`src/rtl/brv_pkg.sv`:
```
`default_nettype none

package brv_pkg;

  // ==========================================================
  // register numbers
  localparam logic [15:0] ADDR_RATE_P1_Q01 = 16'h1C0F;
  localparam logic [15:0] ADDR_RATE_P1_Q23 = 16'h1C10;
  localparam logic [15:0] ADDR_RATE_P2_Q01 = 16'h1C11;
  localparam logic [15:0] ADDR_RATE_P2_Q23 = 16'h1C12;
  localparam logic [15:0] ADDR_TAG_P0 = 16'h1C13;
  localparam logic [15:0] ADDR_TAG_P1 = 16'h1C14;
  localparam logic [15:0] ADDR_TAG_P2 = 16'h1C15;
  localparam logic [15:0] ADDR_DROP_P0 = 16'h1C16;
  localparam logic [15:0] ADDR_DROP_P1 = 16'h1C17;
  localparam logic [15:0] ADDR_DROP_P2 = 16'h1C18;

  // ==========================================================
  // field layout
  localparam int RATE_W = 13;
  localparam int RATE_LO_LSB = 0;
  localparam int RATE_HI_LSB = 13;
  localparam int PRIO_W = 3;
  localparam int PRIO_LSB = 12;
  localparam int VID_W = 12;
  localparam int VID_LSB = 0;
  localparam int CNT_W = 32;

  // ==========================================================
  // reset values
  localparam logic [12:0] RATE_RST = 13'h0000;
  localparam logic [2:0] PRIO_RST = 3'h0;
  localparam logic [11:0] VID_RST = 12'h000;
  localparam logic [31:0] CNT_RST = 32'h0000_0000;
  localparam logic [31:0] RDATA_RST = 32'h0000_0000;

  // ==========================================================
  // timing: pacing unit per byte and the clock period
  localparam int RATE_UNIT_NS = 20;
  localparam int CLK_PERIOD_NS = 4;
  localparam int UNIT_CYCLES = (RATE_UNIT_NS + CLK_PERIOD_NS - 1)
                               / CLK_PERIOD_NS;
  localparam int NUM_QUEUES = 8;
  localparam int NUM_PORTS = 3;

  // ==========================================================
  // carriers
  typedef struct packed {
    logic rd;
    logic wr;
    logic [15:0] addr;
    logic [31:0] wdata;
  } brv_req_t;

  typedef struct packed {
    logic [2:0] prio;
    logic [11:0] vid;
  } brv_tag_t;

endpackage

`default_nettype wire

```
`src/rtl/brv_pacer.sv`:
```
`default_nettype none

module brv_pacer #(
  parameter int NQ = 8,
  parameter int UNIT = 5,
  parameter int CW = 16
) (
  // clock and reset
  input wire logic mclk_i,
  input wire logic reset_i,
  // per-queue rate and byte events
  input wire logic [NQ-1:0][12:0] rate_i,
  input wire logic [NQ-1:0] byte_sent_i,
  // per-queue permission to send the next byte
  output logic [NQ-1:0] allow_o
);

  logic [NQ-1:0][CW-1:0] cnt;
  logic [NQ-1:0][CW-1:0] next_cnt;
  logic [NQ-1:0] next_allow;

  // ==========================================================
  // one interval timer per queue
  for (genvar q = 0; q < NQ; q++) begin : g_q
    logic [CW-1:0] span;
    // (rate + 1) units per byte
    assign span = CW'((32'(rate_i[q]) + 32'd1) * 32'(UNIT));

    always_comb begin
      next_cnt[q] = cnt[q];
      next_allow[q] = allow_o[q];
      // a byte sent while blocked is ignored and does not restart the timer
      if (byte_sent_i[q] && allow_o[q]) begin
        next_cnt[q] = span - CW'(1);
        next_allow[q] = (span == CW'(1));
      end else if (cnt[q] != '0) begin
        next_cnt[q] = cnt[q] - CW'(1);
        next_allow[q] = (cnt[q] == CW'(1));
      end else begin
        next_allow[q] = 1'b1;
      end
    end
  end

  always_ff @(posedge mclk_i or posedge reset_i) begin
    if (reset_i) begin
      cnt <= '0;
      allow_o <= '1;
    end else begin
      cnt <= next_cnt;
      allow_o <= next_allow;
    end
  end

endmodule

`default_nettype wire

```
`src/rtl/brv_regs.sv`:
```
`default_nettype none

module brv_regs #(
  parameter int UNIT_CYCLES = brv_pkg::UNIT_CYCLES
) (
  // clock and reset
  input wire logic mclk_i,
  input wire logic reset_i,
  // register access from the management path
  input wire brv_pkg::brv_req_t req_i,
  output logic [31:0] rdata_o,
  output logic rvalid_o,
  // egress pacing, ports 1 and 2, queue index = (port-1)*4 + queue
  input wire logic [7:0] egress_byte_i,
  output logic [7:0] egress_allow_o,
  // default tag per port, used on tag insert or change
  output brv_pkg::brv_tag_t [2:0] default_tag_o,
  // ingress drop pulses per port (red, or yellow selected for drop)
  input wire logic [2:0] drop_i
);

  localparam int NQ = brv_pkg::NUM_QUEUES;
  localparam int NP = brv_pkg::NUM_PORTS;
  localparam int RW = brv_pkg::RATE_W;
  localparam int CW = brv_pkg::CNT_W;

  logic [NQ-1:0][RW-1:0] rate;
  logic [NQ-1:0][RW-1:0] next_rate;
  brv_pkg::brv_tag_t [NP-1:0] next_tag;
  logic [NP-1:0][CW-1:0] cnt;
  logic [NP-1:0][CW-1:0] next_cnt;
  logic [NP-1:0] rd_clr;
  logic [31:0] next_rdata;
  logic next_rvalid;

  // ==========================================================
  // write decode
  always_comb begin
    next_rate = rate;
    next_tag = default_tag_o;
    if (req_i.wr) begin
      if (req_i.addr == brv_pkg::ADDR_RATE_P1_Q01) begin
        next_rate[0] = req_i.wdata[brv_pkg::RATE_LO_LSB +: RW];
        next_rate[1] = req_i.wdata[brv_pkg::RATE_HI_LSB +: RW];
      end else if (req_i.addr == brv_pkg::ADDR_RATE_P1_Q23) begin
        next_rate[2] = req_i.wdata[brv_pkg::RATE_LO_LSB +: RW];
        next_rate[3] = req_i.wdata[brv_pkg::RATE_HI_LSB +: RW];
      end else if (req_i.addr == brv_pkg::ADDR_RATE_P2_Q01) begin
        next_rate[4] = req_i.wdata[brv_pkg::RATE_LO_LSB +: RW];
        next_rate[5] = req_i.wdata[brv_pkg::RATE_HI_LSB +: RW];
      end else if (req_i.addr == brv_pkg::ADDR_RATE_P2_Q23) begin
        next_rate[6] = req_i.wdata[brv_pkg::RATE_LO_LSB +: RW];
        next_rate[7] = req_i.wdata[brv_pkg::RATE_HI_LSB +: RW];
      end else if (req_i.addr == brv_pkg::ADDR_TAG_P0) begin
        next_tag[0].prio = req_i.wdata[brv_pkg::PRIO_LSB +:
                                       brv_pkg::PRIO_W];
        next_tag[0].vid = req_i.wdata[brv_pkg::VID_LSB +:
                                      brv_pkg::VID_W];
      end else if (req_i.addr == brv_pkg::ADDR_TAG_P1) begin
        next_tag[1].prio = req_i.wdata[brv_pkg::PRIO_LSB +:
                                       brv_pkg::PRIO_W];
        next_tag[1].vid = req_i.wdata[brv_pkg::VID_LSB +:
                                      brv_pkg::VID_W];
      end else if (req_i.addr == brv_pkg::ADDR_TAG_P2) begin
        next_tag[2].prio = req_i.wdata[brv_pkg::PRIO_LSB +:
                                       brv_pkg::PRIO_W];
        next_tag[2].vid = req_i.wdata[brv_pkg::VID_LSB +:
                                      brv_pkg::VID_W];
      end
      // counters and unmapped numbers ignore writes
    end
  end

  // ==========================================================
  // read decode; unused bits stay zero
  always_comb begin
    next_rdata = brv_pkg::RDATA_RST;
    next_rvalid = req_i.rd;
    rd_clr = '0;
    if (req_i.rd) begin
      if (req_i.addr == brv_pkg::ADDR_RATE_P1_Q01) begin
        next_rdata[brv_pkg::RATE_LO_LSB +: RW] = rate[0];
        next_rdata[brv_pkg::RATE_HI_LSB +: RW] = rate[1];
      end else if (req_i.addr == brv_pkg::ADDR_RATE_P1_Q23) begin
        next_rdata[brv_pkg::RATE_LO_LSB +: RW] = rate[2];
        next_rdata[brv_pkg::RATE_HI_LSB +: RW] = rate[3];
      end else if (req_i.addr == brv_pkg::ADDR_RATE_P2_Q01) begin
        next_rdata[brv_pkg::RATE_LO_LSB +: RW] = rate[4];
        next_rdata[brv_pkg::RATE_HI_LSB +: RW] = rate[5];
      end else if (req_i.addr == brv_pkg::ADDR_RATE_P2_Q23) begin
        next_rdata[brv_pkg::RATE_LO_LSB +: RW] = rate[6];
        next_rdata[brv_pkg::RATE_HI_LSB +: RW] = rate[7];
      end else if (req_i.addr == brv_pkg::ADDR_TAG_P0) begin
        next_rdata[brv_pkg::PRIO_LSB +: brv_pkg::PRIO_W] =
          default_tag_o[0].prio;
        next_rdata[brv_pkg::VID_LSB +: brv_pkg::VID_W] =
          default_tag_o[0].vid;
      end else if (req_i.addr == brv_pkg::ADDR_TAG_P1) begin
        next_rdata[brv_pkg::PRIO_LSB +: brv_pkg::PRIO_W] =
          default_tag_o[1].prio;
        next_rdata[brv_pkg::VID_LSB +: brv_pkg::VID_W] =
          default_tag_o[1].vid;
      end else if (req_i.addr == brv_pkg::ADDR_TAG_P2) begin
        next_rdata[brv_pkg::PRIO_LSB +: brv_pkg::PRIO_W] =
          default_tag_o[2].prio;
        next_rdata[brv_pkg::VID_LSB +: brv_pkg::VID_W] =
          default_tag_o[2].vid;
      end else if (req_i.addr == brv_pkg::ADDR_DROP_P0) begin
        next_rdata = cnt[0];
        rd_clr[0] = 1'b1;
      end else if (req_i.addr == brv_pkg::ADDR_DROP_P1) begin
        next_rdata = cnt[1];
        rd_clr[1] = 1'b1;
      end else if (req_i.addr == brv_pkg::ADDR_DROP_P2) begin
        next_rdata = cnt[2];
        rd_clr[2] = 1'b1;
      end
    end
  end

  // ==========================================================
  // drop counters
  for (genvar p = 0; p < NP; p++) begin : g_cnt
    logic [CW-1:0] base;
    always_comb begin
      // clear first, then add, so a coincident drop survives
      base = rd_clr[p] ? brv_pkg::CNT_RST : cnt[p];
      next_cnt[p] = base;
      if (drop_i[p] && (base != '1)) begin
        next_cnt[p] = base + CW'(1);
      end
    end
  end

  always_ff @(posedge mclk_i or posedge reset_i) begin
    if (reset_i) begin
      rate <= {NQ{brv_pkg::RATE_RST}};
      for (int i = 0; i < NP; i++) begin
        default_tag_o[i].prio <= brv_pkg::PRIO_RST;
        default_tag_o[i].vid <= brv_pkg::VID_RST;
        cnt[i] <= brv_pkg::CNT_RST;
      end
      rdata_o <= brv_pkg::RDATA_RST;
      rvalid_o <= 1'b0;
    end else begin
      rate <= next_rate;
      default_tag_o <= next_tag;
      cnt <= next_cnt;
      rdata_o <= next_rdata;
      rvalid_o <= next_rvalid;
    end
  end

  // ==========================================================
  // egress byte pacing
  brv_pacer #(
    .NQ(NQ),
    .UNIT(UNIT_CYCLES),
    .CW(16)
  ) u_pacer (
    .mclk_i(mclk_i),
    .reset_i(reset_i),
    .rate_i(rate),
    .byte_sent_i(egress_byte_i),
    .allow_o(egress_allow_o)
  );

endmodule

`default_nettype wire

```
`config.mk`:
```
export PLATFORM = sky130hd
export DESIGN_NAME = brv_regs
export DESIGN_NICKNAME = d
export VERILOG_FILES = /design/src/rtl/brv_pkg.sv /design/src/rtl/brv_pacer.sv /design/src/rtl/brv_regs.sv
export SDC_FILE = /design/constraint.sdc
export NUM_CORES = 2
export LEC_CHECK = 0
export ABC_AREA = 1
export BUFFER_PORTS_ARGS = -buffer_cell sky130_fd_sc_hd__clkbuf_2
export CORE_MARGIN = 4
export CORE_UTILIZATION = 36
export CTS_CLUSTER_SIZE = 24
export DETAILED_ROUTE_END_ITERATION = 6
export PLACE_DENSITY = 0.6
export RECOVER_POWER = 100
export REMOVE_ABC_BUFFERS = 1
export SKIP_LAST_GASP = 1
export SYNTH_ARGS = -nofsm -noshare
export SYNTH_HDL_FRONTEND = slang
export SYNTH_SLANG_ARGS = --single-unit
```
`constraint.sdc`:
```
create_clock -name mclk_i -period 19.38 [get_ports mclk_i]
set_input_delay 0.969 -clock mclk_i [delete_from_list [all_inputs] [get_ports mclk_i]]
set_output_delay 0.969 -clock mclk_i [all_outputs]
set_load 0.05 [all_outputs]
```
* Yosys cells after proc, flatten, opt, wreduce, memory -nomap -nowiden
Index checks and enable logic that the tools add are counted.
** Operators by class
- Muxes and demuxes :: 69
- Equality and inequality tests :: 29
- Reductions and logical operators :: 34
- Multiply operators :: 8
- Add/sub/neg operators :: 27
- Bitwise operators :: 6
** Operator list (count)
- 2-to-1 mux 32 bit :: 10
- equality test 16 x 1 -> 1 bit (second input constant) :: 16
- multiplier 32 x 3 -> 16 bit (second input constant) :: 8
- 2-to-1 mux 16 bit :: 16
- subtractor 16 x 1 -> 16 bit (second input constant) :: 16
- equality test 16 x 13 -> 1 bit (second input constant) :: 10
- nonzero test 16 bit :: 8
- adder 13 x 1 -> 14 bit (second input constant) :: 8
- 2-to-1 mux 26 bit :: 4
- adder 32 x 1 -> 32 bit (second input constant) :: 3
- inequality test 32 bit (second input constant) :: 3
- 2-to-1 mux 17 bit :: 3
- 2-to-1 mux 15 bit :: 3
- 2-to-1 mux 3 bit :: 8
- 2-to-1 mux 6 bit :: 4
- 2-to-1 mux 1 bit :: 20
- nonzero test 2 bit :: 8
- logical AND 1 bit :: 11
- AND reduction 8 bit :: 1
- AND reduction 7 bit :: 1
- NOT 1 bit :: 6
- AND reduction 6 bit :: 1
- AND reduction 5 bit :: 1
- AND reduction 4 bit :: 1
- 3 further kinds :: 3
** Word-level totals
- Logic and storage cells :: 201
- Register bits after elaboration :: 414
- Bits of input ports :: 63

* Longest topological paths before layout
- Depth after elaboration :: 16
- Depth in mapped cells :: 27

* Hierarchy
From an unflattened synthesis, not the netlist that was laid out.
** Second synthesis, totals
- Cell total of the unflattened synthesis :: 5513
- Area total of the unflattened synthesis :: 35645.4 µm²
** Modules (own cells, without submodules)
- brv_pacer :: cells each 3201, instances 1, area an instance 19627.6 µm², seq. area each 3413.3 µm²
- brv_regs :: cells each 2312, instances 1, area an instance 16017.9 µm², seq. area each 6956.7 µm²

* Least setup slack after synthesis
OpenSTA, ideal clock, no wires.
- Path type :: register to register
- Start :: register rate[78] (netlist name)
- End :: register u_pacer.cnt[110] (netlist name)
- Cell stages (with the launch flop) :: 20
- Arrival :: 3.325 ns
- Period minus slack after synthesis :: 3.442 ns
- Setup time :: 0.118 ns
- Path slack :: 15.938 ns
- Path buffers :: 0
- Path through :: dfrtp_1 > inv_1 > nor3_1 > xor2_1 > inv_1 > ha_1 > ha_1 > inv_1 > fa_1 > o21ai_1 > nand2_1 > nand2_1 > xor2_1 > nand2_1 > nor2_1 > nand2_1 > nor2_1 > nor2_1 > o21bai_1 > inv_1
** On the way
- Longest elaborated chain between the ends :: 4
** RTL lines
- from (decl) :: RTL line brv_regs.sv:27 : logic [NQ-1:0][RW-1:0] rate;
- from (signal assigned) :: RTL line brv_regs.sv:137 : rate <= {NQ{brv_pkg::RATE_RST}};
- from (signal assigned) :: RTL line brv_regs.sv:146 : rate <= next_rate;
- adder 13 x 1 -> 14 bit :: RTL line brv_pacer.sv:27 : assign span = CW'((32'(rate_i[q]) + 32'd1) * 32'(UNIT));
- multiplier 32 x 3 -> 16 bit :: RTL line brv_pacer.sv:27
- subtractor 16 x 1 -> 16 bit :: RTL line brv_pacer.sv:34 : next_cnt[q] = span - CW'(1);
- 2-to-1 mux 16 bit :: RTL line brv_pacer.sv:33 : if (byte_sent_i[q] && allow_o[q]) begin
- to (signal assigned) :: RTL line brv_pacer.sv:50 : cnt <= next_cnt;
- to (decl) :: RTL line brv_pacer.sv:18 : logic [NQ-1:0][CW-1:0] cnt;
No other way between the ends.
A chain may end at the register's enable or synchronous reset.

==> out/results.tsv <==
metric	value	unit
status	complete, but fails checks	
violations	DRC, capacitance limit, slew limit	
vdd_ir_drop_max	0.00006507	V
cts.htree.levels	2	
dieHeight	317.0	um
numPortBuffers	142	
path_common_cell	nand2_1	
unrepaired_setup_endpoints_after_global_routing	false	
cp_slowest_stage_delay	1390	ps
pre_cts_slack	14670	ps
synth_edf_count	0	
dpl.hpwl	79150	um
met3WireLength	5946	um
post_cts.repair.setup_buffers	0	
skew	50.38	ps
io_pins	149	
synthesis.area_per_instance	6.574	um^2
die_w	317.0	um
layout.cells.most_common_list	nand2_1, inv_1, nor2_1	
antenna_found_initial	7	
regToRegSetupSlack	14070	ps
worstSkewPairLatency	660	ps
final_nets	5605	
yosysWarnings	0	
total_cts_buffers	52	
ctsResizeCount	0	
tritoncts	yes	
route.detailed.drc	2	
synth_area	0.03438	mm^2
stdcell_area	0.03783	mm^2
replace_congestion	0.9329	
finalWorstSetupSlack	11670	ps
synth_seq_cells	414	
num_vias	33050	
routed-wl-met2	45020	um
number_of_pins_with_negative_max_slew_slack_in_the_final_report	549	
fraction_of_registers_with_async_set_or_reset_after_synthesis	100.0	%
critical_path.cell_chain	clkbuf_2 -> clkbuf_1 -> nand3_2 -> clkbuf_1 -> nand2_2 -> inv_1 -> ha_1 -> nand4_1 -> nor2_1 -> nand2_1 -> nor2_1 -> nand2_4 -> nand2_1 -> clkinvlp_2 -> nand2_1 -> nand2_1	
gr-usage-all-layers	20.32	%
global_route_wire_length_before_repair	165100	um
worst_r2r_startpoint	cnt[0]	
r2r_cells	12	
critical_path_arrival	8220	ps
drt_pass1_iterations	7	
max_cap_viol_count	12	
yosysSeqAreaShare	30.17	%
avgViaCountPerCell	4.980	
achievable-frequency	0.1297	GHz
critPathCapture	cnt[8]	
synth.distinct_cells	60	
power.density	58.42	mW/mm^2
setup.worst_path.class	primary input to flip-flop	
post_route_cells_drive_above_1_share	4.342	%
met1Wirelength	50150	um
post_dp_cell_area	0.03626	mm^2
detail_route.wirelength	103900	um
crit_required	19890	ps
routedWlPerCell	15.65	um
route.antenna.remaining_nets	0	
end_kind	flip-flop	
setup_total_negative_slack	0	ps
most_common_flop_cell_mapped_by_yosys	dfrtp_1	
cts_hold_buf	0	
fp-row-count	113	
finalSetupViolCount	0	
total_die_area	0.1005	mm^2
timing.critical_path.from	req_i[49]	
cpMaxStageDelayCell	clkinvlp_2	
grt_start_max_net_pins	165	
setup.worst_path.start_class	primary input	
p_leak	19.26	nW
min_path_type	flip-flop to flip-flop	
root_buffer	clkbuf_16	
worstMarginPinSlew	5081	ps
syn_inst	5229	
final_util	39.88	%
synthToLayoutAreaGrowth	10.05	%
crit_fanout	34	
clock_tree.buffer_depth	3	
topRoutingLayerUsed	met5	
core_region_area	0.09487	mm^2
most_common_cell_after_layout_fill_and_taps_aside	nand2_1	
clock_input_transition_at_the_sequential_cells_of_the_worst_setup_and_hold_paths	60	ps
hold_viol	0	
first_global_vias	30650	
worst_r2r_endpoint	cnt[8]	
slew_headroom	-240.6	%
grt.overflow.total	0	
cts_num_sinks	414	
timing.final.crit_period	7712	ps
dr.first_iter.drc_count	2439	
final.period_utilization	39.80	%
start_util	36.24	%
==> worst max-delay path: cells and delay by family <==
kind / cells / cell delay, ps
adders and majority gates: 1 / 230
buffers and inverters: 5 / 3700
and+or+nand+nor: 10 / 3220
==> cell families after synthesis <==
logic type	count (synthesis)	synth area share, %
simple gates	2668	32.38
buf+inv	896	10.22
compound gates	760	12.17
flops	414	30.17
xor+xnor	273	6.955
fa+ha+maj	218	8.109
==> worst min-delay path by stage <==
stage	depth (start not counted)	end	start	slack, ps
finish	2	rate[29]	rate[29]	490
CTS	2	cnt[78]	reset_i	480
global placement	2	rate[29]	rate[29]	470
floorplan	2	rate[29]	rate[29]	450
detailed placement	2	rate[29]	rate[29]	470
global route	2	rate[29]	rate[29]	530
==> cell type report <==
type                       count  area [um^2]
timing repair buffer         158        699.4
tap                         1265         1583
multi-input combinational   3919        20420
sequential                   414        10370
inverter                     779         2928
fill                       10100        57040
clock buffer                  69         1455
clock inverter                27        359.1
antenna                        6        15.01
==> cells in the mapped netlist, types with 7 or more instances <==
library cell  instances  area [um^2]
nand2_1            1507         5657
inv_1               742         2785
nor2_1              566         2125
dfrtp_1             406        10160
o21ai_0             348         1742
nand3_1             326         1632
a21oi_1             243         1216
xor2_1              211         1848
ha_1                210         2628
nor3_1               86        430.4
nand4_1              80        500.5
clkbuf_1             67        251.5
xnor2_1              62        543.0
inv_2                33        123.9
o211ai_1             32        240.2
buf_2                28        140.1
o21ai_1              27        135.1
a31oi_1              25        156.4
nand3b_1             19        142.6
nand2_2              16        100.1
nor4_1               15        93.84
o21bai_1             14        105.1
buf_6                12        135.1
nor2_2               12        75.07
or2_2                10        62.56
o31ai_1               9        67.56
a221oi_1              8        70.07
dfstp_2               8        210.2
fa_1                  8        160.2
a211oi_1              7        52.55
a21boi_0              7        52.55
a221o_1               7        70.07
==> through the flow <==
stage,hold slack [ps],cells,total power (W)
floorplan,453.0,5112,0.001130
global placement,466.6,6535,0.001193
detailed placement,473.6,6535,0.001198
CTS,483.5,6631,0.002237
global route,528.0,6632,0.002310
finish,489.7,6637,0.002210
==> routing by layer <==
layer  GRT usage (%)  vias up
li1                -    16930
met1           29.42    15210
met2           31.65      776
met3           2.978      138
met4           5.518        2
met5               0        -
==> flip-flops by register name (all words and copies together) (netlist names) <==
signal           count
rdata_o             32
rvalid_o             1
u_pacer.allow_o      8
u_pacer.cnt        128
cnt                 96
rate               104
default_tag_o       45
==> power breakdown <==
group          internal [W]  leakage [nW]  switching [W]
registers          0.000911          5.43      0.0000411
clock network      0.000601         0.871       0.000429
logic             0.0000797          13.0       0.000148
No activity file was read; power rests on OpenSTA's default activity.
